$ cat config.mk
export PLATFORM = sky130hd
export DESIGN_NAME = analog_comparator_control
export DESIGN_NICKNAME = d
export VERILOG_FILES = /design/src/core/acmp_pkg.sv /design/src/core/analog_comparator_control.sv /design/src/core/sync_chain.sv /design/src/core/edge_detect.sv
export SDC_FILE = /design/constraint.sdc
export NUM_CORES = 1
export LEC_CHECK = 0
export ABC_AREA = 1
export BUFFER_PORTS_ARGS = -buffer_cell sky130_fd_sc_hd__buf_2
export CAP_MARGIN = 20
export CORE_MARGIN = 8
export CORE_UTILIZATION = 43
export CTS_BUF_LIST = sky130_fd_sc_hd__clkbuf_16
export CTS_CLUSTER_DIAMETER = 80
export DETAILED_ROUTE_END_ITERATION = 6
export GPL_TIMING_DRIVEN = 1
export PLACE_DENSITY = 0.79
export SYNTH_ARGS = -nofsm -noshare
export SYNTH_HDL_FRONTEND = slang
export SYNTH_SLANG_ARGS = --single-unit
$ cat constraint.sdc
create_clock -name ref_clk -period 1.7 [get_ports ref_clk]
set_input_delay 0.34 -clock ref_clk [delete_from_list [all_inputs] [get_ports ref_clk]]
set_output_delay 0.34 -clock ref_clk [all_outputs]
set_load 0.01 [all_outputs]
$ cat src/core/acmp_pkg.sv
package acmp_pkg;

  // ----------------------------------------
  // bus geometry
  // ----------------------------------------
  localparam int ADDR_W = 12;
  typedef logic [ADDR_W-1:0] addr_t;

  // register indices; byte address is four times the index
  localparam logic [7:0] CSR_IDX = 8'h50;
  localparam logic [7:0] CTLB_IDX = 8'h7B;
  localparam logic [7:0] IRQ_STAT_IDX = 8'h80;
  localparam logic [7:0] IRQ_MASK_IDX = 8'h81;
  localparam addr_t CSR_ADDR = {2'h0, CSR_IDX, 2'h0};
  localparam addr_t CTLB_ADDR = {2'h0, CTLB_IDX, 2'h0};
  localparam addr_t IRQ_STAT_ADDR = {2'h0, IRQ_STAT_IDX, 2'h0};
  localparam addr_t IRQ_MASK_ADDR = {2'h0, IRQ_MASK_IDX, 2'h0};

  // ----------------------------------------
  // field positions
  // ----------------------------------------
  localparam int BIT_POWER_OFF = 7;
  localparam int BIT_BANDGAP = 6;
  localparam int BIT_RESULT = 5;
  localparam int BIT_FLAG = 4;
  localparam int BIT_IRQ_EN = 3;
  localparam int BIT_CAPTURE = 2;
  localparam int BIT_MUX_EN = 6;
  localparam int IRQ_W = 2;
  localparam int IRQ_EVENT = 0;
  localparam int IRQ_CHANGE = 1;

  // ----------------------------------------
  // timing
  // ----------------------------------------
  localparam int SYNC_STAGES = 2;

  // ----------------------------------------
  // types and reset values
  // ----------------------------------------
  typedef enum logic [1:0] {
    MODE_TOGGLE = 2'b00,
    MODE_RSVD = 2'b01,
    MODE_FALL = 2'b10,
    MODE_RISE = 2'b11
  } mode_t;

  typedef struct packed {
    logic power_off;
    logic bandgap;
    logic flag;
    logic irq_en;
    logic capture_en;
    mode_t mode;
  } csr_t;

  typedef struct packed {
    logic mux_en;
    logic [2:0] trig;
  } ctlb_t;

  localparam csr_t CSR_RESET = csr_t'(7'h00);
  localparam ctlb_t CTLB_RESET = ctlb_t'(4'h0);
  localparam logic [IRQ_W-1:0] IRQ_RESET = 2'h0;

endpackage

$ cat src/core/analog_comparator_control.sv
// Implementation choice: the APB register port.
`timescale 1ns/1ps
module analog_comparator_control (
  input wire logic ref_clk,
  input wire logic sys_rst,
  input wire logic psel,
  input wire logic penable,
  input wire logic pwrite,
  input wire acmp_pkg::addr_t paddr,
  input wire logic [31:0] pwdata,
  output logic [31:0] prdata,
  output logic pready,
  output logic pslverr,
  input wire logic comparator_raw,
  input wire logic converter_enable,
  input wire logic [2:0] channel_select,
  input wire logic global_irq_enable,
  input wire logic vector_ack,
  output logic comparator_power_off,
  output logic bandgap_select,
  output logic neg_from_converter,
  output logic [2:0] neg_channel,
  output logic capture_trigger,
  output logic [2:0] trigger_select,
  output logic compare_irq,
  output logic irq
);
  import acmp_pkg::*;

  // ----------------------------------------
  // declarations
  // ----------------------------------------
  csr_t csr;
  csr_t next_csr;
  ctlb_t ctlb;
  ctlb_t next_ctlb;
  logic [IRQ_W-1:0] irq_status;
  logic [IRQ_W-1:0] next_irq_status;
  logic [IRQ_W-1:0] irq_mask;
  logic [IRQ_W-1:0] next_irq_mask;
  logic [31:0] next_prdata;
  logic compare_result;
  logic result_rise;
  logic result_fall;
  logic mode_event;
  logic next_neg_conv;
  logic [2:0] next_neg_ch;
  logic next_capture;
  logic hit;
  logic access;
  logic wr_csr;
  logic wr_ctlb;
  logic wr_stat;
  logic wr_mask;

  // ----------------------------------------
  // synchroniser and edge detection
  // ----------------------------------------
  // the raw comparator is asynchronous to ref_clk, hence two stages
  sync_chain #(
    .STAGES(SYNC_STAGES)
  ) u_sync (
    .ref_clk(ref_clk),
    .sys_rst(sys_rst),
    .async_in(comparator_raw),
    .sync_out(compare_result)
  );

  edge_detect u_edge (
    .ref_clk(ref_clk),
    .sys_rst(sys_rst),
    .level(compare_result),
    .rise(result_rise),
    .fall(result_fall)
  );

  // reserved mode never fires; mode changes are not filtered here
  always_comb begin
    case (csr.mode)
      MODE_TOGGLE: begin
        mode_event = result_rise | result_fall;
      end
      MODE_FALL: begin
        mode_event = result_fall;
      end
      MODE_RISE: begin
        mode_event = result_rise;
      end
      default: begin
        mode_event = 1'b0;
      end
    endcase
  end

  // ----------------------------------------
  // apb decode
  // ----------------------------------------
  assign pready = 1'b1;
  assign access = psel & penable;
  always_comb begin
    case (paddr)
      CSR_ADDR, CTLB_ADDR, IRQ_STAT_ADDR, IRQ_MASK_ADDR: begin
        hit = 1'b1;
      end
      default: begin
        hit = 1'b0;
      end
    endcase
  end
  assign pslverr = access & ~hit;
  assign wr_csr = access & pwrite & (paddr == CSR_ADDR);
  assign wr_ctlb = access & pwrite & (paddr == CTLB_ADDR);
  assign wr_stat = access & pwrite & (paddr == IRQ_STAT_ADDR);
  assign wr_mask = access & pwrite & (paddr == IRQ_MASK_ADDR);

  // read data is captured in the setup phase and held through access
  always_comb begin
    next_prdata = prdata;
    if (psel && !penable && !pwrite) begin
      next_prdata = 32'h0000_0000;
      case (paddr)
        CSR_ADDR: begin
          next_prdata[7:0] = {csr.power_off, csr.bandgap, compare_result,
                              csr.flag, csr.irq_en, csr.capture_en, csr.mode};
        end
        CTLB_ADDR: begin
          next_prdata[7:0] = {1'b0, ctlb.mux_en, 3'h0, ctlb.trig};
        end
        IRQ_STAT_ADDR: begin
          next_prdata[IRQ_W-1:0] = irq_status;
        end
        IRQ_MASK_ADDR: begin
          next_prdata[IRQ_W-1:0] = irq_mask;
        end
        default: begin
          next_prdata = 32'h0000_0000;
        end
      endcase
    end
  end

  // ----------------------------------------
  // control/status register
  // ----------------------------------------
  always_comb begin
    next_csr = csr;
    if (wr_csr) begin
      next_csr.power_off = pwdata[BIT_POWER_OFF];
      next_csr.bandgap = pwdata[BIT_BANDGAP];
      next_csr.irq_en = pwdata[BIT_IRQ_EN];
      next_csr.capture_en = pwdata[BIT_CAPTURE];
      next_csr.mode = mode_t'(pwdata[1:0]);
    end
    // result bit has no storage, so writes to it vanish
    if ((wr_csr && pwdata[BIT_FLAG]) || vector_ack) begin
      next_csr.flag = 1'b0;
    end
    // set wins over a clear in the same cycle
    if (mode_event) begin
      next_csr.flag = 1'b1;
    end
  end

  always_comb begin
    next_ctlb = ctlb;
    if (wr_ctlb) begin
      next_ctlb.mux_en = pwdata[BIT_MUX_EN];
      next_ctlb.trig = pwdata[2:0];
    end
  end

  // ----------------------------------------
  // interrupt status and mask
  // ----------------------------------------
  always_comb begin
    next_irq_status = irq_status;
    if (wr_stat) begin
      next_irq_status = irq_status & ~pwdata[IRQ_W-1:0];
    end
    next_irq_status[IRQ_EVENT] = next_irq_status[IRQ_EVENT] | mode_event;
    next_irq_status[IRQ_CHANGE] = next_irq_status[IRQ_CHANGE] | result_rise | result_fall;
    next_irq_mask = irq_mask;
    if (wr_mask) begin
      next_irq_mask = pwdata[IRQ_W-1:0];
    end
  end

  // ----------------------------------------
  // analog steering and capture route
  // ----------------------------------------
  // converter mux only borrowed while the converter itself is off
  always_comb begin
    next_neg_conv = ctlb.mux_en & ~converter_enable;
    next_neg_ch = next_neg_conv ? channel_select : 3'h0;
    next_capture = csr.capture_en & compare_result;
  end

  always_ff @(posedge ref_clk or posedge sys_rst) begin
    if (sys_rst) begin
      csr <= CSR_RESET;
      ctlb <= CTLB_RESET;
      irq_status <= IRQ_RESET;
      irq_mask <= IRQ_RESET;
      prdata <= 32'h0000_0000;
      neg_from_converter <= 1'b0;
      neg_channel <= 3'h0;
      capture_trigger <= 1'b0;
    end else begin
      csr <= next_csr;
      ctlb <= next_ctlb;
      irq_status <= next_irq_status;
      irq_mask <= next_irq_mask;
      prdata <= next_prdata;
      neg_from_converter <= next_neg_conv;
      neg_channel <= next_neg_ch;
      capture_trigger <= next_capture;
    end
  end

  assign comparator_power_off = csr.power_off;
  assign bandgap_select = csr.bandgap;
  assign trigger_select = ctlb.trig;
  assign compare_irq = csr.flag & csr.irq_en & global_irq_enable;
  assign irq = |(irq_status & irq_mask);
endmodule // analog_comparator_control

$ cat src/core/sync_chain.sv
`timescale 1ns/1ps
module sync_chain #(
  parameter int STAGES = 2
) (
  input wire logic ref_clk,
  input wire logic sys_rst,
  input wire logic async_in,
  output logic sync_out
);
  logic [STAGES-1:0] stage;
  logic [STAGES-1:0] next_stage;

  // only the last stage is visible outside
  always_comb begin
    next_stage = {stage[STAGES-2:0], async_in};
  end

  always_ff @(posedge ref_clk or posedge sys_rst) begin
    if (sys_rst) begin
      stage <= '0;
    end else begin
      stage <= next_stage;
    end
  end

  assign sync_out = stage[STAGES-1];
endmodule // sync_chain

$ cat src/core/edge_detect.sv
`timescale 1ns/1ps
module edge_detect (
  input wire logic ref_clk,
  input wire logic sys_rst,
  input wire logic level,
  output logic rise,
  output logic fall
);
  logic prev;
  logic next_prev;

  always_comb begin
    next_prev = level;
  end

  always_ff @(posedge ref_clk or posedge sys_rst) begin
    if (sys_rst) begin
      prev <= 1'b0;
    end else begin
      prev <= next_prev;
    end
  end

  assign rise = level & ~prev;
  assign fall = ~level & prev;
endmodule // edge_detect

# == Word-level counts from Yosys, hierarchy flattened ==
# Index checks and enable logic that the tools add are counted.
# classes
eq_ne,6
mux,8
bitwise_logic,24
n_reduce_logical,10
# ops
operator,count
$eq A12 B10 Y1 const B,2
$eq A12 B9 Y1 const B,2
$and A1 B1 Y1,13
$pmux W6 S2,1
$pmux W2 S4,1
$and A2 B2 Y2,2
$eq A2 B2 Y1 const B,2
$not A1 Y1,4
$or A1 B1 Y1,4
$reduce_or A4 Y1,1
$logic_and A1 B1 Y1,3
$mux W1,3
$mux W3,1
$pmux W1 S3,1
$logic_not A1 Y1,2
$logic_not A2 Y1,1
$mux W2,1
$not A2 Y2,1
$reduce_bool A2 Y1,1
$reduce_or A2 Y1,1
$logic_or A1 B1 Y1,1
# word_totals
ff_bits,31
inputBits,56
elab_cells,64

# == Depth between registers and ports, before layout ==
# depth
word_depth,7
mapped_depth,10

# == Cells and area by module ==
# A second synthesis with hierarchy kept.
# unflattened
cells_unflattened,213
hier_area_um2,1720.4
# modules_own_cells
module,instances,cells_each,area_per_inst_um2,seq_area_each_um2
analog_comparator_control,1,204,1622.8,700.7
sync_chain,1,3,53.8,50.0
edge_detect,1,6,43.8,25.0

# == Worst setup path after synthesis ==
# Ideal clock, no wire load.
# synth_timing
kind,input to output
from,input port paddr[11]
to,output port pslverr
arrival_time_ps,1010
required_ps,1360
slack_ps,350
stages,5
path_cell_list,or2_4 nor2_2 o21ai_0 nand3_1 nor2_1
# synth_between
elab_chain_len,5
word_cells_on_any_way,8
# synth_lines
element,line,source
"start, declared",analog_comparator_control.sv:9,"input wire acmp_pkg::addr_t paddr,"
$eq A12 B9 Y1 or $eq A12 B10 Y1 (tied branches),analog_comparator_control.sv:101,case (paddr)
$reduce_or A4 Y1 *,analog_comparator_control.sv:101,
$mux W1 *,analog_comparator_control.sv:101,
$not A1 Y1 *,analog_comparator_control.sv:110,assign pslverr = access & ~hit;
$and A1 B1 Y1 *,analog_comparator_control.sv:110,
"end, declared",analog_comparator_control.sv:13,"output logic pslverr,"
# Every way passes the cells marked *; elsewhere a longest branch is shown, timed or not.

# == Worst setup path in the final report ==
# layout_timing
from,input port paddr[1]
to,output port pslverr
# The elaborated chain is that of the path after synthesis.

==> impl_results.md <==
* Final std cells w/o fill at 324
* Vias at 1,435
* DRT Pass-1 Iters at 4
* Clk buf depth at 2
* Placer Congestion at 0.851
* Largest net degree at the start of global routing at 32
* Wire length of the first global-routing pass at 6090 um
* # Post-CTS Setup Buffers at 0
* Layout cells sized above 1 at 28.8%
* # port buffers at 51
* Post-DP HPWL at 3120 um
* Detail Route Antenna Nets at 0
* CTS tree: yes
* Pwr Total at 1.87 mW
* Final Max Tran Viols at 0
* Area post-placement at 1950 um^2
* FF+latch count, synth at 31
* GRT overflow at 0
* Power density over the cells at 878 nW/um^2
* I/O pin count at 102
* Die Wd at 79.0 um
* Setup slack after layout at 101 ps
* Area share of the largest cell type after synthesis at 45.4%
* TNS Setup at 0 ps
* Distinct cells, synth at 26
* Site row count at 23
* Final setup viols at 0
* Max Clk Rate at 625 MHz
* Vias in the first global route at 1,401
* Residual DRC count at 0
* Antenna violations before repair at 0
* Status: finished clean
* Layout overhead on the synthesized area at 24.4%
* Top post-synthesis cells by area: dfrtp_1 (45%), nand2_1 (13%), buf_4 (12%), inv_1 (5.9%), nor2_1 (4.2%)
* Critical Path Fanout Max at 3
* Final period utilization at 94.0%
* Clock latency on the worst-skew pair at 270 ps
* CP endpoint kind: output port
* Finished Cell Area at 2130 um^2
* Final Skew at 2.03 ps
* Mean Syn Cell Area at 7.99 um^2
* Worst-path clk slew at 50 ps
* Routed WL per cell at 12.1 um
* Sink Count at 31
* GRT Overall Usage at 12.3%
* R2r startpoint: u_sync.stage[1]$_DFF_PP0_
* Reg-to-Reg End: irq_status[0]$_DFF_PP0_
* Die Y at 79.0 um
* Clock tree root driver cell: clkbuf_16
* Kind of critical path: primary input to output port
* Dpl cells at 316
* Crit path arrival time at 1260 ps
* DRT iter0 DRCs at 51
* Diode count at 0
* CTS Buf Count at 5
* Synth warn at 0
* Leakage at 1.27 nW
* Min Hold Slack at 131 ps
* Total Wirelength at 3910 um
* Core area at 3910 um^2
* Startpoint Class: primary input
* Area leader, netlist: dfrtp_1
* R2R Setup Slk at 280 ps
* Hold Path Class: primary input to asynchronous set/reset pin
* Mapped Area at 1710 um^2
* R2R depth at 5
* NumNets Final at 331
* Post-CTS resize count at 0
* Syn Inst Count at 214
* Initial core utilization at 43.7%
* Peak supply drop at 0.000558 V
* Setup slack at placement at 84.1 ps
* Hold Vio Cnt, Final at 0
* RSZ-0062 raised after global routing: no
* Final core utilization at 54.3%
* MaxCap Viol Count at 0
* Worst EP required at 1360 ps
* Seq/Total Area, Yosys at 45.4%
* Fin crit period at 1600 ps
* Die area at 6250 um^2
* H-tree Lvls at 2
* Hold Buf Count CTS at 0
* Mean number of vias per cell at 4.43
## worst max-delay path by stage
stage,start,end,slack (ps),depth (start not counted)
after floorplan,paddr[11],pslverr,350,5
after global placement,paddr[1],pslverr,110,8
after detailed placement,paddr[1],pslverr,80,8
after CTS,paddr[1],pslverr,80,8
after global routing,paddr[1],pslverr,8,8
final,paddr[1],pslverr,100,8
## worst max-delay path, stage by stage
cell     delay, ps
buf_2          100
nor2_2         160
nand2_1         70
nor2_1         190
nand2_1        110
nand3_1        110
nor2_1          40
buf_2          130
## area by class of cell
type	instances	area [um^2]
Sequential cell	31	776
Clock buffer	5	125
Multi-Input combinational cell	148	704
Clock inverter	3	38.8
Inverter	29	111
Fill cell	383	1790
Tap cell	50	62.6
Timing Repair Buffer	58	308
## Yosys cell counts
cell,number
buf_4,28
nand2_1,58
o21ai_1,4
nand3_1,10
o31ai_1,3
clkbuf_1,1
nor2_1,19
ha_1,2
o21ai_2,3
inv_1,27
o21ai_0,11
nor3_1,1
nor2_2,3
conb_1,2
inv_4,1
nor3b_1,1
nand4_1,1
a311oi_1,1
nor2_4,1
or2_4,1
dfrtp_1,31
clkinv_1,1
a22o_1,1
nor2_8,1
nand2_4,1
nand2_2,1
## sequential cells by signal, summed over array words and instances, names as in the netlist
signal                cells
bandgap_select            1
capture_trigger           1
comparator_power_off      1
csr                       5
ctlb                      1
irq_mask                  2
irq_status                2
neg_channel               3
neg_from_converter        1
prdata                    8
trigger_select            3
u_edge.prev               1
u_sync.stage              2
## cell families after synthesis
| family | after synthesis | synth area share (%) |
|---|---|---|
| compound gates | 23 | 8.27 |
| fa+ha+maj | 2 | 1.46 |
| buf+inv | 58 | 19.0 |
| flops | 31 | 45.4 |
| other cells | 2 | 0.439 |
| simple gates | 98 | 25.4 |
## per-layer routing
layer  GRT usage (%)  vias to the layer above  wire length (um)
met4            3.89                        0                57
li1                -                      723                 -
met1            12.5                      665              1510
met3            4.85                        7               308
met5               0                        -                 0
met2            22.4                       40              2030
## power by group
group,internal [mW],total [mW],switching [mW]
clock network,0.681,0.977,0.296
logic,0.0464,0.140,0.0935
registers,0.746,0.749,0.00307
total,1.47,1.87,0.393
## placed cells by master (no fill, tap or decap), drive strengths merged, types with 2 or more instances in the layout
cell type	instances
ha	2
buf	58
conb	25
clkinv	3
inv	28
clkbuf	5
dfrtp	31
nand2	60
nand3	10
o21ai	18
o31ai	3
nor2	24
Power figures use the tool's default switching activity.
